**src/lo_divider_pkg.sv**
```systemverilog
// Constants shared by the local oscillator divider front end.
package lo_divider_pkg;

  // ****************************************************************
  // Register map (byte addresses on the APB side)
  // ****************************************************************
  localparam logic [11:0] CTRL_OFFSET   = 12'h000;
  localparam logic [11:0] STATUS_OFFSET = 12'h004;
  localparam logic [11:0] IFCNT_OFFSET  = 12'h008;

  // ****************************************************************
  // Control word layout (serial frame and CTRL register alike)
  // ****************************************************************
  localparam int          FRAME_BITS     = 24;
  localparam int          DIVISOR_LSB    = 0;
  localparam int          DIVISOR_W      = 16;
  localparam int          BAND_SEL_POS   = 16;
  localparam int          SWALLOW_POS    = 17;
  localparam int          OUT_SEL_LSB    = 18;
  localparam int          OUT_SEL_W      = 3;
  localparam logic [23:0] CTRL_RESET     = 24'h000110;

  // ****************************************************************
  // Divisor ranges
  // ****************************************************************
  localparam logic [15:0] SWALLOW_MIN    = 16'h0110;
  localparam logic [15:0] DIRECT_MIN     = 16'h0004;
  localparam int          DIRECT_W       = 12;

  // ****************************************************************
  // Serial output content codes
  // ****************************************************************
  localparam logic [2:0]  OUT_SEL_NONE   = 3'h0;
  localparam logic [2:0]  OUT_SEL_IFCNT  = 3'h1;
  localparam logic [2:0]  OUT_SEL_CTRL   = 3'h2;
  localparam int          IF_COUNT_W     = 20;

  typedef enum logic [0:0] {
    LINK_IDLE  = 1'b0,
    LINK_FRAME = 1'b1
  } link_state_type;

endpackage

```
**src/lo_divider.sv**
```systemverilog
// Local oscillator input selection, division paths and serial control port.
`timescale 1ns/1ps

module lo_divider
  import lo_divider_pkg::*;
(
  input  wire logic                  clk_sys_i,
  input  wire logic                  rst_i,
  input  wire logic                  psel_i,
  input  wire logic                  penable_i,
  input  wire logic                  pwrite_i,
  input  wire logic [11:0]           paddr_i,
  input  wire logic [31:0]           pwdata_i,
  output logic      [31:0]           prdata_o,
  output logic                       pready_o,
  output logic                       pslverr_o,
  input  wire logic                  chip_enable_i,
  input  wire logic                  serial_strobe_i,
  input  wire logic                  serial_in_i,
  output logic                       serial_out_o,
  output logic                       serial_out_en_o,
  input  wire logic                  high_band_osc_input_i,
  input  wire logic                  low_band_osc_input_i,
  input  wire logic [IF_COUNT_W-1:0] if_count_i,
  output logic                       div_pulse_o
);

  // ****************************************************************
  // Helpers
  // ****************************************************************

  // Divisors below the path minimum are raised to it, so a bad load
  // can never make the counter wrap through zero.
  function automatic logic [15:0] eff_divisor(input logic [23:0] ctrl);
    logic [15:0] div;
    logic [15:0] low12;
    div   = ctrl[DIVISOR_LSB +: DIVISOR_W];
    low12 = {4'h0, div[DIRECT_W-1:0]};
    if (ctrl[BAND_SEL_POS] || ctrl[SWALLOW_POS]) begin
      eff_divisor = (div < SWALLOW_MIN) ? SWALLOW_MIN : div;
    end else begin
      eff_divisor = (low12 < DIRECT_MIN) ? DIRECT_MIN : low12;
    end
  endfunction

  // ****************************************************************
  // Pin synchronisers
  // ****************************************************************
  logic [1:0] ce_sync;
  logic [1:0] strobe_sync;
  logic [1:0] din_sync;
  logic [1:0] hi_sync;
  logic [1:0] lo_sync;
  logic       ce_prev;
  logic       strobe_prev;
  logic       hi_prev;
  logic       lo_prev;

  always_ff @(posedge clk_sys_i or posedge rst_i) begin
    if (rst_i) begin
      ce_sync     <= 2'h0;
      strobe_sync <= 2'h0;
      din_sync    <= 2'h0;
      hi_sync     <= 2'h0;
      lo_sync     <= 2'h0;
      ce_prev     <= 1'b0;
      strobe_prev <= 1'b0;
      hi_prev     <= 1'b0;
      lo_prev     <= 1'b0;
    end else begin
      ce_sync     <= {ce_sync[0], chip_enable_i};
      strobe_sync <= {strobe_sync[0], serial_strobe_i};
      din_sync    <= {din_sync[0], serial_in_i};
      hi_sync     <= {hi_sync[0], high_band_osc_input_i};
      lo_sync     <= {lo_sync[0], low_band_osc_input_i};
      ce_prev     <= ce_sync[1];
      strobe_prev <= strobe_sync[1];
      hi_prev     <= hi_sync[1];
      lo_prev     <= lo_sync[1];
    end
  end

  logic ce_rise;
  logic ce_fall;
  logic strobe_rise;
  logic strobe_fall;
  logic hi_edge;
  logic lo_edge;

  assign ce_rise     = ce_sync[1] & ~ce_prev;
  assign ce_fall     = ~ce_sync[1] & ce_prev;
  assign strobe_rise = strobe_sync[1] & ~strobe_prev;
  assign strobe_fall = ~strobe_sync[1] & strobe_prev;
  assign hi_edge     = hi_sync[1] & ~hi_prev;
  assign lo_edge     = lo_sync[1] & ~lo_prev;

  // ****************************************************************
  // Serial control port
  // ****************************************************************
  link_state_type       link_state;
  link_state_type       next_link_state;
  logic [23:0]          ctrl;
  logic [23:0]          next_ctrl;
  logic [23:0]          shift_in;
  logic [23:0]          next_shift_in;
  logic [5:0]           bit_count;
  logic [5:0]           next_bit_count;
  logic [23:0]          shift_out;
  logic [23:0]          next_shift_out;
  logic                 next_serial_out;
  logic                 next_serial_out_en;
  logic [15:0]          frame_count;
  logic [15:0]          next_frame_count;
  logic                 apb_ctrl_write;
  logic [OUT_SEL_W-1:0] out_sel;

  assign out_sel = ctrl[OUT_SEL_LSB +: OUT_SEL_W];

  always_comb begin
    next_link_state    = link_state;
    next_ctrl          = ctrl;
    next_shift_in      = shift_in;
    next_bit_count     = bit_count;
    next_shift_out     = shift_out;
    next_serial_out    = serial_out_o;
    next_serial_out_en = serial_out_en_o;
    next_frame_count   = frame_count;
    if (apb_ctrl_write) begin
      next_ctrl = pwdata_i[FRAME_BITS-1:0];
    end
    case (link_state)
      LINK_IDLE: begin
        next_serial_out_en = 1'b0;
        if (ce_rise) begin
          next_link_state = LINK_FRAME;
          next_bit_count  = 6'h00;
          case (out_sel)
            OUT_SEL_IFCNT: next_shift_out = {if_count_i, 4'h0};
            OUT_SEL_CTRL:  next_shift_out = ctrl;
            default:       next_shift_out = 24'hFFFFFF;
          endcase
          next_serial_out    = next_shift_out[FRAME_BITS-1];
          next_serial_out_en = (out_sel != OUT_SEL_NONE);
        end
      end
      LINK_FRAME: begin
        if (strobe_rise && bit_count != 6'(FRAME_BITS)) begin
          next_shift_in  = {shift_in[FRAME_BITS-2:0], din_sync[1]};
          next_bit_count = bit_count + 6'h01;
        end
        if (strobe_fall) begin
          next_shift_out  = {shift_out[FRAME_BITS-2:0], 1'b1};
          next_serial_out = next_shift_out[FRAME_BITS-1];
        end
        if (ce_fall) begin
          next_link_state    = LINK_IDLE;
          next_serial_out    = 1'b1;
          next_serial_out_en = 1'b0;
          if (bit_count == 6'(FRAME_BITS)) begin
            // A serial load beats a same-cycle bus write to the control word.
            next_ctrl        = shift_in;
            next_frame_count = frame_count + 16'h0001;
          end
        end
      end
      default: begin
        next_link_state = LINK_IDLE;
      end
    endcase
  end

  always_ff @(posedge clk_sys_i or posedge rst_i) begin
    if (rst_i) begin
      link_state      <= LINK_IDLE;
      ctrl            <= CTRL_RESET;
      shift_in        <= 24'h000000;
      bit_count       <= 6'h00;
      shift_out       <= 24'hFFFFFF;
      serial_out_o    <= 1'b1;
      serial_out_en_o <= 1'b0;
      frame_count     <= 16'h0000;
    end else begin
      link_state      <= next_link_state;
      ctrl            <= next_ctrl;
      shift_in        <= next_shift_in;
      bit_count       <= next_bit_count;
      shift_out       <= next_shift_out;
      serial_out_o    <= next_serial_out;
      serial_out_en_o <= next_serial_out_en;
      frame_count     <= next_frame_count;
    end
  end

  // ****************************************************************
  // Input selection, prescaler and programmable divider
  // ****************************************************************
  logic        prescale;
  logic        next_prescale;
  logic [15:0] div_count;
  logic [15:0] next_div_count;
  logic        next_div_pulse;
  logic [15:0] pulse_count;
  logic [15:0] next_pulse_count;
  logic        count_edge;
  logic [15:0] divisor;

  assign divisor = eff_divisor(ctrl);

  always_comb begin
    next_prescale    = prescale;
    next_div_count   = div_count;
    next_div_pulse   = 1'b0;
    next_pulse_count = pulse_count;
    count_edge       = 1'b0;
    if (ctrl[BAND_SEL_POS]) begin
      // The prescaler passes every second high-band edge, doubling N.
      next_prescale = prescale ^ hi_edge;
      count_edge    = hi_edge & prescale;
    end else begin
      next_prescale = 1'b0;
      count_edge    = lo_edge;
    end
    if (count_edge) begin
      if (div_count >= divisor - 16'h0001) begin
        next_div_count   = 16'h0000;
        next_div_pulse   = 1'b1;
        next_pulse_count = pulse_count + 16'h0001;
      end else begin
        next_div_count = div_count + 16'h0001;
      end
    end
  end

  always_ff @(posedge clk_sys_i or posedge rst_i) begin
    if (rst_i) begin
      prescale    <= 1'b0;
      div_count   <= 16'h0000;
      div_pulse_o <= 1'b0;
      pulse_count <= 16'h0000;
    end else begin
      prescale    <= next_prescale;
      div_count   <= next_div_count;
      div_pulse_o <= next_div_pulse;
      pulse_count <= next_pulse_count;
    end
  end

  // ****************************************************************
  // APB slave
  // ****************************************************************
  logic        access;
  logic        next_pready;
  logic        next_pslverr;
  logic [31:0] next_prdata;
  logic        addr_ok;

  // One wait state: pready rises at the first access-phase edge and is seen at the second.
  assign access         = psel_i & penable_i & ~pready_o;
  assign addr_ok        = (paddr_i == CTRL_OFFSET)
                        | (paddr_i == STATUS_OFFSET)
                        | (paddr_i == IFCNT_OFFSET);
  // A write lands at the edge where the master sees pready high, not before.
  assign apb_ctrl_write = psel_i & penable_i & pready_o & pwrite_i
                        & (paddr_i == CTRL_OFFSET);

  always_comb begin
    next_pready  = access;
    next_pslverr = access & ~addr_ok;
    next_prdata  = 32'h00000000;
    if (access && !pwrite_i) begin
      case (paddr_i)
        CTRL_OFFSET:   next_prdata = {8'h00, ctrl};
        STATUS_OFFSET: next_prdata = {pulse_count, frame_count};
        IFCNT_OFFSET:  next_prdata = {12'h000, if_count_i};
        default:       next_prdata = 32'h00000000;
      endcase
    end
  end

  always_ff @(posedge clk_sys_i or posedge rst_i) begin
    if (rst_i) begin
      pready_o  <= 1'b0;
      pslverr_o <= 1'b0;
      prdata_o  <= 32'h00000000;
    end else begin
      pready_o  <= next_pready;
      pslverr_o <= next_pslverr;
      prdata_o  <= next_prdata;
    end
  end

endmodule

```
**config.mk**
```make
export PLATFORM = sky130hd
export DESIGN_NAME = lo_divider
export DESIGN_NICKNAME = d
export VERILOG_FILES = /design/src/lo_divider_pkg.sv /design/src/lo_divider.sv
export SDC_FILE = /design/constraint.sdc
export NUM_CORES = 1
export LEC_CHECK = 0
export BUFFER_PORTS_ARGS = -buffer_cell sky130_fd_sc_hd__buf_2
export CAP_MARGIN = 20
export CORE_ASPECT_RATIO = 0.9
export CORE_MARGIN = 1.5
export CORE_UTILIZATION = 55
export DETAILED_ROUTE_END_ITERATION = 8
export GPL_TIMING_DRIVEN = 0
export PLACE_DENSITY = 0.76
export SLEW_MARGIN = 10
export SYNTH_ARGS = -nofsm -noshare
export SYNTH_HDL_FRONTEND = slang
export SYNTH_SLANG_ARGS = --single-unit
```
**constraint.sdc**
```tcl
create_clock -name clk_sys_i -period 5.55 [get_ports clk_sys_i]
set_input_delay 0 -clock clk_sys_i [delete_from_list [all_inputs] [get_ports clk_sys_i]]
set_output_delay 0 -clock clk_sys_i [all_outputs]
set_load 0.01 [all_outputs]
```
==> metrics.md, run 1 <==
| Metric | Value |
|---|---|
| Result of the run | finished clean |
| Floorplan die area | 0.0166 mm^2 |
| Sinks on Clock Net | 178 |
| Net Switching | 759 uW |
| Maximum number of pins on one net before global-route repair | 118 |
| Layout Skew | 0.0153 ns |
| Distinct cell type count of the synthesized netlist | 60 |
| Share of cells above drive strength 1 | 17.8% |
| CTS tree | done |
| Worst Setup EP | pulse_count[13] |
| Average wire per standard cell | 17.4 um |
| Post-detail-place hpwl | 15000 um |
| Capture point of the worst reg-to-reg path | pulse_count[13] |
| Sw frac | 26.1% |
| Post-synth design cell area | 0.00869 mm^2 |
| Delay contributed by the slowest stage of the critical path | 0.54 ns |
| Antenna violations before repair | 0 |
| Placed Area | 0.00948 mm^2 |
| Post-synthesis sequential area ratio | 51.6% |
| Final Core Density | 69.0% |
| Fin area | 0.0107 mm^2 |
| Post-route DRC | 0 |
| Drt via density | 5.72 |
| Area of the core | 0.0154 mm^2 |
| Average instance area after synthesis | 9.76 um^2 |
| Nets | 1164 |
| Total congestion overflow after global routing | 0 |
| Initial drt markers | 656 |
| Total wire length | 22300 um |
| Detail Route Antenna Nets | 0 |
| Leakage Power | 4.98 nW |
| Number of flops mapped to enable cells by yosys | 0 |
| Synthesized instance count | 890 |
| # fillers | 1170 |
| Design internal power | 2.15 mW |
| Min Tclk post-route | 5.32 ns |
| Primary flip-flop cell chosen by synthesis mapping | sky130_fd_sc_hd__dfrtp_1 |
| Class of the most critical hold timing path | input pin to flop |
| Reg2Reg Depth | 22 |
| Required time of the critical path | 5.88 ns |
| Count of boundary I/O pins | 111 |
| Footprint of the flip-flops and latches | 0.00449 mm^2 |
| Routability Congestion | 0.908 |
| Slowest-stage cell, CP | sky130_fd_sc_hd__or4b_1 |
| Detailed-router iteration count before antenna repair | 5 |
| CTS H-tree lvls | 4 |
| IR drop worst, VDD | 0.253 mV |
| Part of the total power dissipated in combinational logic | 9.3% |
| Number of storage elements in the synthesis netlist | 178 |
| Tightest Pin Transition | 0.917 ns |
| Clk_lat worst skew | 0.45 ns |
| Clk pwr share | 41.0% |
| Die extent in x | 135 um |
| Worst-case clock buffer depth | 2 |
| Number of global-route vias before repair | 7107 |
| Count of antenna diodes in the layout | 0 |
| Data arrival at the endpoint of the critical path | 5.65 ns |
| Category of the worst setup path capture point | flop |
| Highest achievable clock rate | 188 MHz |
| Floorplan die height | 122 um |
| Multi-input gate area | 0.00399 mm^2 |
| Power per cell area | 273 mW/mm^2 |
| Cell at the root of the clock tree | sky130_fd_sc_hd__clkbuf_16 |
| Worst reg2reg path startpoint | ctrl[4] |
| Layout Area Growth over Synthesis | 22.7% |
| WS Path Type | flop to flop |
| Max Cap Violations | 0 |
| Register-to-register path setup slack | 0.23 ns |
| Slew HR | 38.3% |
| Overall track demand over capacity in global routing | 28.6% |
| Ordered list of cells on the worst path | clkbuf_1 > or4_1 > buf_2 > nor3_1 > o31ai_4 > nand2_1 > ha_1 > nor3b_2 > o41a_1 > and3_4 > buf_6 > nand2_4 > o311a_1 > nor2_1 > ha_1 > nand4_1 > nor3_2 > or4b_1 > a31oi_4 > buf_4 > nand4_1 > xnor2_1 |
| Tcrit/Tclk final | 95.9% |
| Power, Total | 2.91 mW |
| Wire length of the first global-routing pass | 36000 um |
| Crit start category | flop |
| CTS buffer count | 17 |
| Fin. max-slew vios | 0 |
| Std-Cell Rows | 43 |
| Total of buffers placed on input and output ports | 101 |
| Critical path fanouts, max | 10 |
| Initial core utilization | 56.3% |
| Worst setup path startpoint | ctrl[4] |
| Number of setup violations in the final report | 0 |
| Sequential share of power | 49.7% |
| Final count of hold timing violations | 0 |
| Clock-pin slew on the worst setup and hold paths | 0.07 ns |
| Synth Warn # | 0 |
| Synthesized Nets | 987 |
| Post-synth ARST share | 100% |
| Via count | 7331 |
## synthesized netlist by cell type (2+ instances only)
master                      count  area (um^2)
sky130_fd_sc_hd__dfrtp_1      152         3800
sky130_fd_sc_hd__nand2_1      139          522
sky130_fd_sc_hd__nor2_1       101          379
sky130_fd_sc_hd__a21oi_1       65          325
sky130_fd_sc_hd__mux2i_1       48          480
sky130_fd_sc_hd__o21ai_0       40          200
sky130_fd_sc_hd__clkbuf_1      38          143
sky130_fd_sc_hd__xnor2_1       32          280
sky130_fd_sc_hd__dfstp_2       26          683
sky130_fd_sc_hd__ha_1          23          288
sky130_fd_sc_hd__o21ai_1       21          105
sky130_fd_sc_hd__nand4_1       20          125
sky130_fd_sc_hd__nand3_1       17         85.1
sky130_fd_sc_hd__nor3_1        17         85.1
sky130_fd_sc_hd__a221o_1       16          160
sky130_fd_sc_hd__xor2_1        15          131
sky130_fd_sc_hd__or3_1         12         75.1
sky130_fd_sc_hd__and2_1         9         56.3
sky130_fd_sc_hd__inv_1          9         33.8
sky130_fd_sc_hd__and3_1         8         50.1
sky130_fd_sc_hd__nand2b_1       6         37.5
sky130_fd_sc_hd__nor3b_1        6         45.0
sky130_fd_sc_hd__nor4_1         6         37.5
sky130_fd_sc_hd__buf_6          5         56.3
sky130_fd_sc_hd__buf_1          4         15.0
sky130_fd_sc_hd__a211oi_1       3         22.5
sky130_fd_sc_hd__and4_1         3         26.3
sky130_fd_sc_hd__buf_2          3         15.0
sky130_fd_sc_hd__mux2_2         3         33.8
sky130_fd_sc_hd__nor4b_1        3         26.3
sky130_fd_sc_hd__or4b_1         3         30.0
sky130_fd_sc_hd__a2111oi_0      2         17.5
sky130_fd_sc_hd__a21o_1         2         15.0
sky130_fd_sc_hd__nand4b_1       2         17.5
sky130_fd_sc_hd__nor2b_1        2         12.5
sky130_fd_sc_hd__o31ai_1        2         15.0
sky130_fd_sc_hd__or2_2          2         12.5
sky130_fd_sc_hd__or3b_2         2         17.5
sky130_fd_sc_hd__or4_1          2         15.0
## flip-flops by register name, indices dropped and copies added (netlist names), 2 cells and up
| register | count |
|---|---|
| ctrl | 24 |
| hi_sync | 2 |
| prdata_o | 32 |
| frame_count | 16 |
| shift_in | 24 |
| din_sync | 2 |
| div_count | 16 |
| lo_sync | 2 |
| pulse_count | 16 |
| ce_sync | 2 |
| strobe_sync | 2 |
| bit_count | 6 |
| shift_out | 23 |
## worst min-delay path by stage
| stage | from | endpoint | slack [ns] | cells after the start |
|---|---|---|---|---|
| 5_1_grt | paddr_i[10] | pslverr_o | 0.05 | 5 |
| 2_1_floorplan | chip_enable_i | ce_sync[0] | 0.03 | 0 |
| 4_1_cts | paddr_i[10] | pslverr_o | 0.01 | 5 |
| 3_5_place_dp | rst_i | prdata_o[3] | 0.06 | 2 |
| 6_report | paddr_i[10] | pslverr_o | 0.02 | 5 |
| 3_3_place_gp | low_band_osc_input_i | lo_sync[0] | 0.11 | 1 |
## metrics by stage
step	TNS [ns]	hold slack (ns)	setup slack (ns)	cells
floorplan	0	0.0314	0.740	890
global placement	-161.08	0.108	-1.07	1193
detailed placement	-0.796	0.0556	-0.104	1194
CTS	0	0.0129	0.0121	1279
global route	-0.0226	0.0518	-0.00973	1282
finish	0	0.0244	0.229	1282
## timing repair
action                     4_1_cts  5_1_grt
hold buffers                    53        0
buffers inserted                 0        2
setup endpoints to repair       16       33
pin swaps                        0        1
resized for setup                3        6
hold endpoints to repair       112        0
## critical path: cells and delay by family, from the launching register on
| kind | cells | cell delay (ns) |
|---|---|---|
| compound gates | 4 | 0.98 |
| xor+xnor | 1 | 0.15 |
| fa+ha+maj | 2 | 0.37 |
| buf+inv | 4 | 0.73 |
| flops | 1 | 0.36 |
| simple gates | 11 | 2.63 |
## power groups by stage
stage | clock (mW) | combinational (mW) | sequential [mW]
6_report | 1.19 | 0.271 | 1.45
3_5_place_dp | 0 | 0.239 | 1.47
4_1_cts | 1.21 | 0.271 | 1.44
3_3_place_gp | 0 | 0.227 | 1.47
5_1_grt | 1.26 | 0.310 | 1.46
2_1_floorplan | 0 | 0.162 | 1.45
## logic make-up after synthesis
family          synth area share [%]
fa+ha+maj                       3.31
mux                             5.92
simple gates                    20.0
buf+inv                         3.02
xor+xnor                        4.74
flops                           51.6
compound gates                  11.4
## routing by layer
| layer | up-vias | GRT usage, % | wire length [um] |
|---|---|---|---|
| li1 | 3456 | - | - |
| met1 | 3539 | 38.6 | 9910 |
| met2 | 292 | 45.0 | 10200 |
| met3 | 44 | 6.82 | 1680 |
| met4 | 0 | 11.1 | 554 |
| met5 | - | 0 | 0 |
## layout by cell type (no fill, tap or decap), drive strengths merged, types with 4 or more instances in the layout
cell type    synthesis  layout
or3                 12      12
and2                10      10
nor2               101     101
dlygate4sd3          0      53
nor4                 6       6
dfstp               26      26
nand2              140     140
xnor2               32      32
xor2                15      15
o21ai               61      61
mux2i               48      48
and3                 9       9
nor3b                7       7
a21oi               65      65
nand2b               6       6
nor4b                4       4
buf                 12     116
clkinvlp             0       4
dfrtp              152     152
inv                  9      14
a221o               16      16
ha                  23      23
nor3                17      17
nand4               20      20
nand3               17      17
clkbuf              38      58
## final cells by class
class	instances	area share, %
plain buffers	50	2.18
multi-input cells	653	37.4
well taps	202	2.37
clock buffers	19	4.25
clock inverters	13	1.17
inverters	9	0.387
flip-flops and latches	178	42.1
repair buffers	158	10.2
Note: power is estimated with default switching activity, not from simulation.
==> run 2: changes to the inputs <==
Settings changed: PLACE_DENSITY 0.76 to default, PLACE_DENSITY_LB_ADDON from default to 0.08.
==> metrics.md, run 2 (synthesis results as in run 1) <==
| Metric | Value |
|---|---|
| CTS tree | done (unchanged) |
| Ordered list of cells on the worst path | clkbuf_1 > or4_1 > buf_2 > nor3_1 > o31ai_2 > nand2_1 > ha_1 > nor3b_2 > o41a_1 > and3_4 > buf_6 > nand2_4 > o311a_1 > nor2_1 > ha_1 > nand4_1 > nor3_2 > or4b_1 > a31oi_4 > buf_4 > nand4_1 > xnor2_1 (was clkbuf_1 > or4_1 > buf_2 > nor3_1 > o31ai_4 > nand2_1 > ha_1 > nor3b_2 > o41a_1 > and3_4 > buf_6 > nand2_4 > o311a_1 > nor2_1 > ha_1 > nand4_1 > nor3_2 > or4b_1 > a31oi_4 > buf_4 > nand4_1 > xnor2_1) |
| Reg with most FFs | prdata_o (unchanged) |
| Critical path buffer and inverter count | 4 (unchanged) |
| Drt via density | 5.61 (was 5.72) |
| RSZ-0062 raised after global routing | false |
| Min setup slack post-route | 0.338 ns (was 0.229 ns) |
| Highest routing layer actually used | met5 (was met4) |
| Crit start category | flop (unchanged) |
| Most frequent standard cell in the layout excluding fill and tap cells | sky130_fd_sc_hd__dfrtp_1 (unchanged) |
| Detail Route Antenna Nets | 0 (unchanged) |
| Max Cap Violations | 0 (unchanged) |
| Floorplan die height | 122 um (unchanged) |
| CTS H-tree lvls | 4 (unchanged) |
| Overall track demand over capacity in global routing | 28.0% (was 28.6%) |
| Clk_lat worst skew | 0.44 ns (was 0.45 ns) |
| Floorplan die area | 0.0166 mm^2 (unchanged) |
| Leakage Power | 4.95 nW (was 4.98 nW) |
| Sum of negative setup slack | 0 ns (unchanged) |
| CTS buffer count | 17 (unchanged) |
| M1 wire length | 10200 um (was 9910 um) |
| Category of the worst setup path capture point | flop (unchanged) |
| Clock-pin slew on the worst setup and hold paths | 0.07 ns (about the same) |
| Layout Area Growth over Synthesis | 22.3% (was 22.7%) |
| Cell at the root of the clock tree | sky130_fd_sc_hd__clkbuf_16 (unchanged) |
| Average wire per standard cell | 17.4 um (about the same) |
| Class of the most critical hold timing path | input pin to flop (unchanged) |
| Die extent in x | 135 um (unchanged) |
| Leading registers by flop count | prdata_o x32, ctrl x24, shift_in x24 (unchanged) |
| Wire length on met3 | 996 um (was 1680 um) |
| Sinks on Clock Net | 178 (unchanged) |
| Tightest Pin Transition | 0.840 ns (was 0.917 ns) |
| Routability Congestion | 0.876 (was 0.908) |
| Slowest-stage cell, CP | sky130_fd_sc_hd__o31ai_2 (was sky130_fd_sc_hd__or4b_1) |
| Flip-flop count of the largest register after layout | 32 (unchanged) |
| Total of buffers placed on input and output ports | 101 (unchanged) |
| Min Tclk post-route | 5.21 ns (was 5.32 ns) |
| Antenna violations before repair | 1 (was 0) |
| Total congestion overflow after global routing | 0 (unchanged) |
| Met2 Wirelength | 10200 um (about the same) |
| Layout Skew | 0.0131 ns (was 0.0153 ns) |
| WS Path Type | flop to flop (unchanged) |
| Data arrival at the endpoint of the critical path | 5.54 ns (was 5.65 ns) |
| Share of cells above drive strength 1 | 17.5% (was 17.8%) |
| Count of antenna diodes in the layout | 0 (unchanged) |
| Delay contributed by the slowest stage of the critical path | 0.55 ns (was 0.54 ns) |
| Final hold slack | 0.0815 ns (was 0.0244 ns) |
| Worst-case clock buffer depth | 2 (unchanged) |
| Power per cell area | 275 mW/mm^2 (was 273 mW/mm^2) |
| Fin. max-slew vios | 0 (unchanged) |
| Number of setup violations in the final report | 0 (unchanged) |
| Initial core utilization | 56.3% (unchanged) |
| Tcrit/Tclk final | 93.9% (was 95.9%) |
| IR drop worst, VDD | 0.296 mV (was 0.253 mV) |
| Total wire length | 22200 um (was 22300 um) |
| Via count | 7183 (was 7331) |
| Final count of hold timing violations | 0 (unchanged) |
| Initial drt markers | 397 (was 656) |
| Highest achievable clock rate | 192 MHz (was 188 MHz) |
| Post-detail-place hpwl | 15300 um (was 15000 um) |
| Final Core Density | 68.8% (was 69.0%) |
| Post-route DRC | 0 (unchanged) |
| Wire length of the first global-routing pass | 35200 um (was 36000 um) |
| Required time of the critical path | 5.88 ns (about the same) |
| # fillers | 1227 (was 1170) |
| Number of global-route vias before repair | 6756 (was 7107) |
| Detailed-router iteration count before antenna repair | 5 (unchanged) |
| Cell family with the largest share of critical-path delay | simple AND/OR/NAND/NOR gates (unchanged) |
| Nets | 1162 (was 1164) |
| Critical path fanouts, max | 10 (unchanged) |
| Most frequent cells in the layout | sky130_fd_sc_hd__dfrtp_1 (152), sky130_fd_sc_hd__nand2_1 (139), sky130_fd_sc_hd__buf_2 (104) (was sky130_fd_sc_hd__dfrtp_1 (152), sky130_fd_sc_hd__nand2_1 (139), sky130_fd_sc_hd__buf_2 (103)) |
| Result of the run | finished clean (unchanged) |
| Slew HR | 43.2% (was 38.3%) |
| Count of boundary I/O pins | 111 (unchanged) |
| Maximum number of pins on one net before global-route repair | 113 (was 118) |
| Area of the core | 0.0154 mm^2 (unchanged) |
| Std-Cell Rows | 43 (unchanged) |
| Place WS | -0.0203 ns (was -0.104 ns) |
run 2: cell type report:
cell class / count / area, um^2 / share of cell area, %
buffer: 50 / 233 / 2.19
clock buffer: 17 / 425 / 4.00
clock inverter: 15 / 154 / 1.45
inverter: 9 / 41.3 / 0.389
multi-input combinational: 653 / 3960 / 37.3
sequential: 178 / 4490 / 42.2
tap: 202 / 253 / 2.38
timing repair buffer: 156 / 1070 / 10.1
run 2: where the power goes:
part           switching [mW]  internal, mW  total (mW)
registers              0.0600          1.39        1.45
logic                   0.149         0.119       0.269
clock network           0.537         0.666        1.20
total                   0.747          2.17        2.92
run 2: per-layer routing:
layer	global-route usage [%]	vias to the layer above
met5	0	-
met4	12.2	2
met3	4.54	49
met2	43.3	202
met1	39.3	3480
li1	-	3450
run 2: through the flow:
| step | instances | cell area, um^2 | power, mW |
|---|---|---|---|
| floorplan | 890 | 8690 | 1.62 |
| global placement | 1193 | 9450 | 1.69 |
| finish | 1280 | 10600 | 2.92 |
| global route | 1280 | 10600 | 3.03 |
| CTS | 1280 | 10600 | 2.92 |
| detailed placement | 1195 | 9490 | 1.71 |
run 2: worst paths after layout:
kind / from / to / slack, ns / depth (start not counted)
setup reg to reg: ctrl[4] / pulse_count[15] / 0.34 / 22
hold / removal: pwrite_i / prdata_o[30] / 0.08 / 5
hold reg to reg: strobe_sync[0] / strobe_sync[1] / 0.35 / 0
min in group asynchronous: rst_i / div_count[15] / 0.15 / 3
max in group asynchronous: rst_i / frame_count[14] / 4.49 / 4
setup / recovery: ctrl[4] / pulse_count[15] / 0.34 / 22
run 2: worst min-delay path: cells and delay by family:
family	cells	cell delay, ns
buffers and inverters	1	0.10
and+or+nand+nor	4	0.38
run 2: timing repair:
action | CTS | global route
gates resized for setup | 1 | 6
buffers inserted | 0 | 0
endpoints found under the hold margin | 117 | 0
hold buffers | 53 | 0
endpoints found under the setup margin | 3 | 28
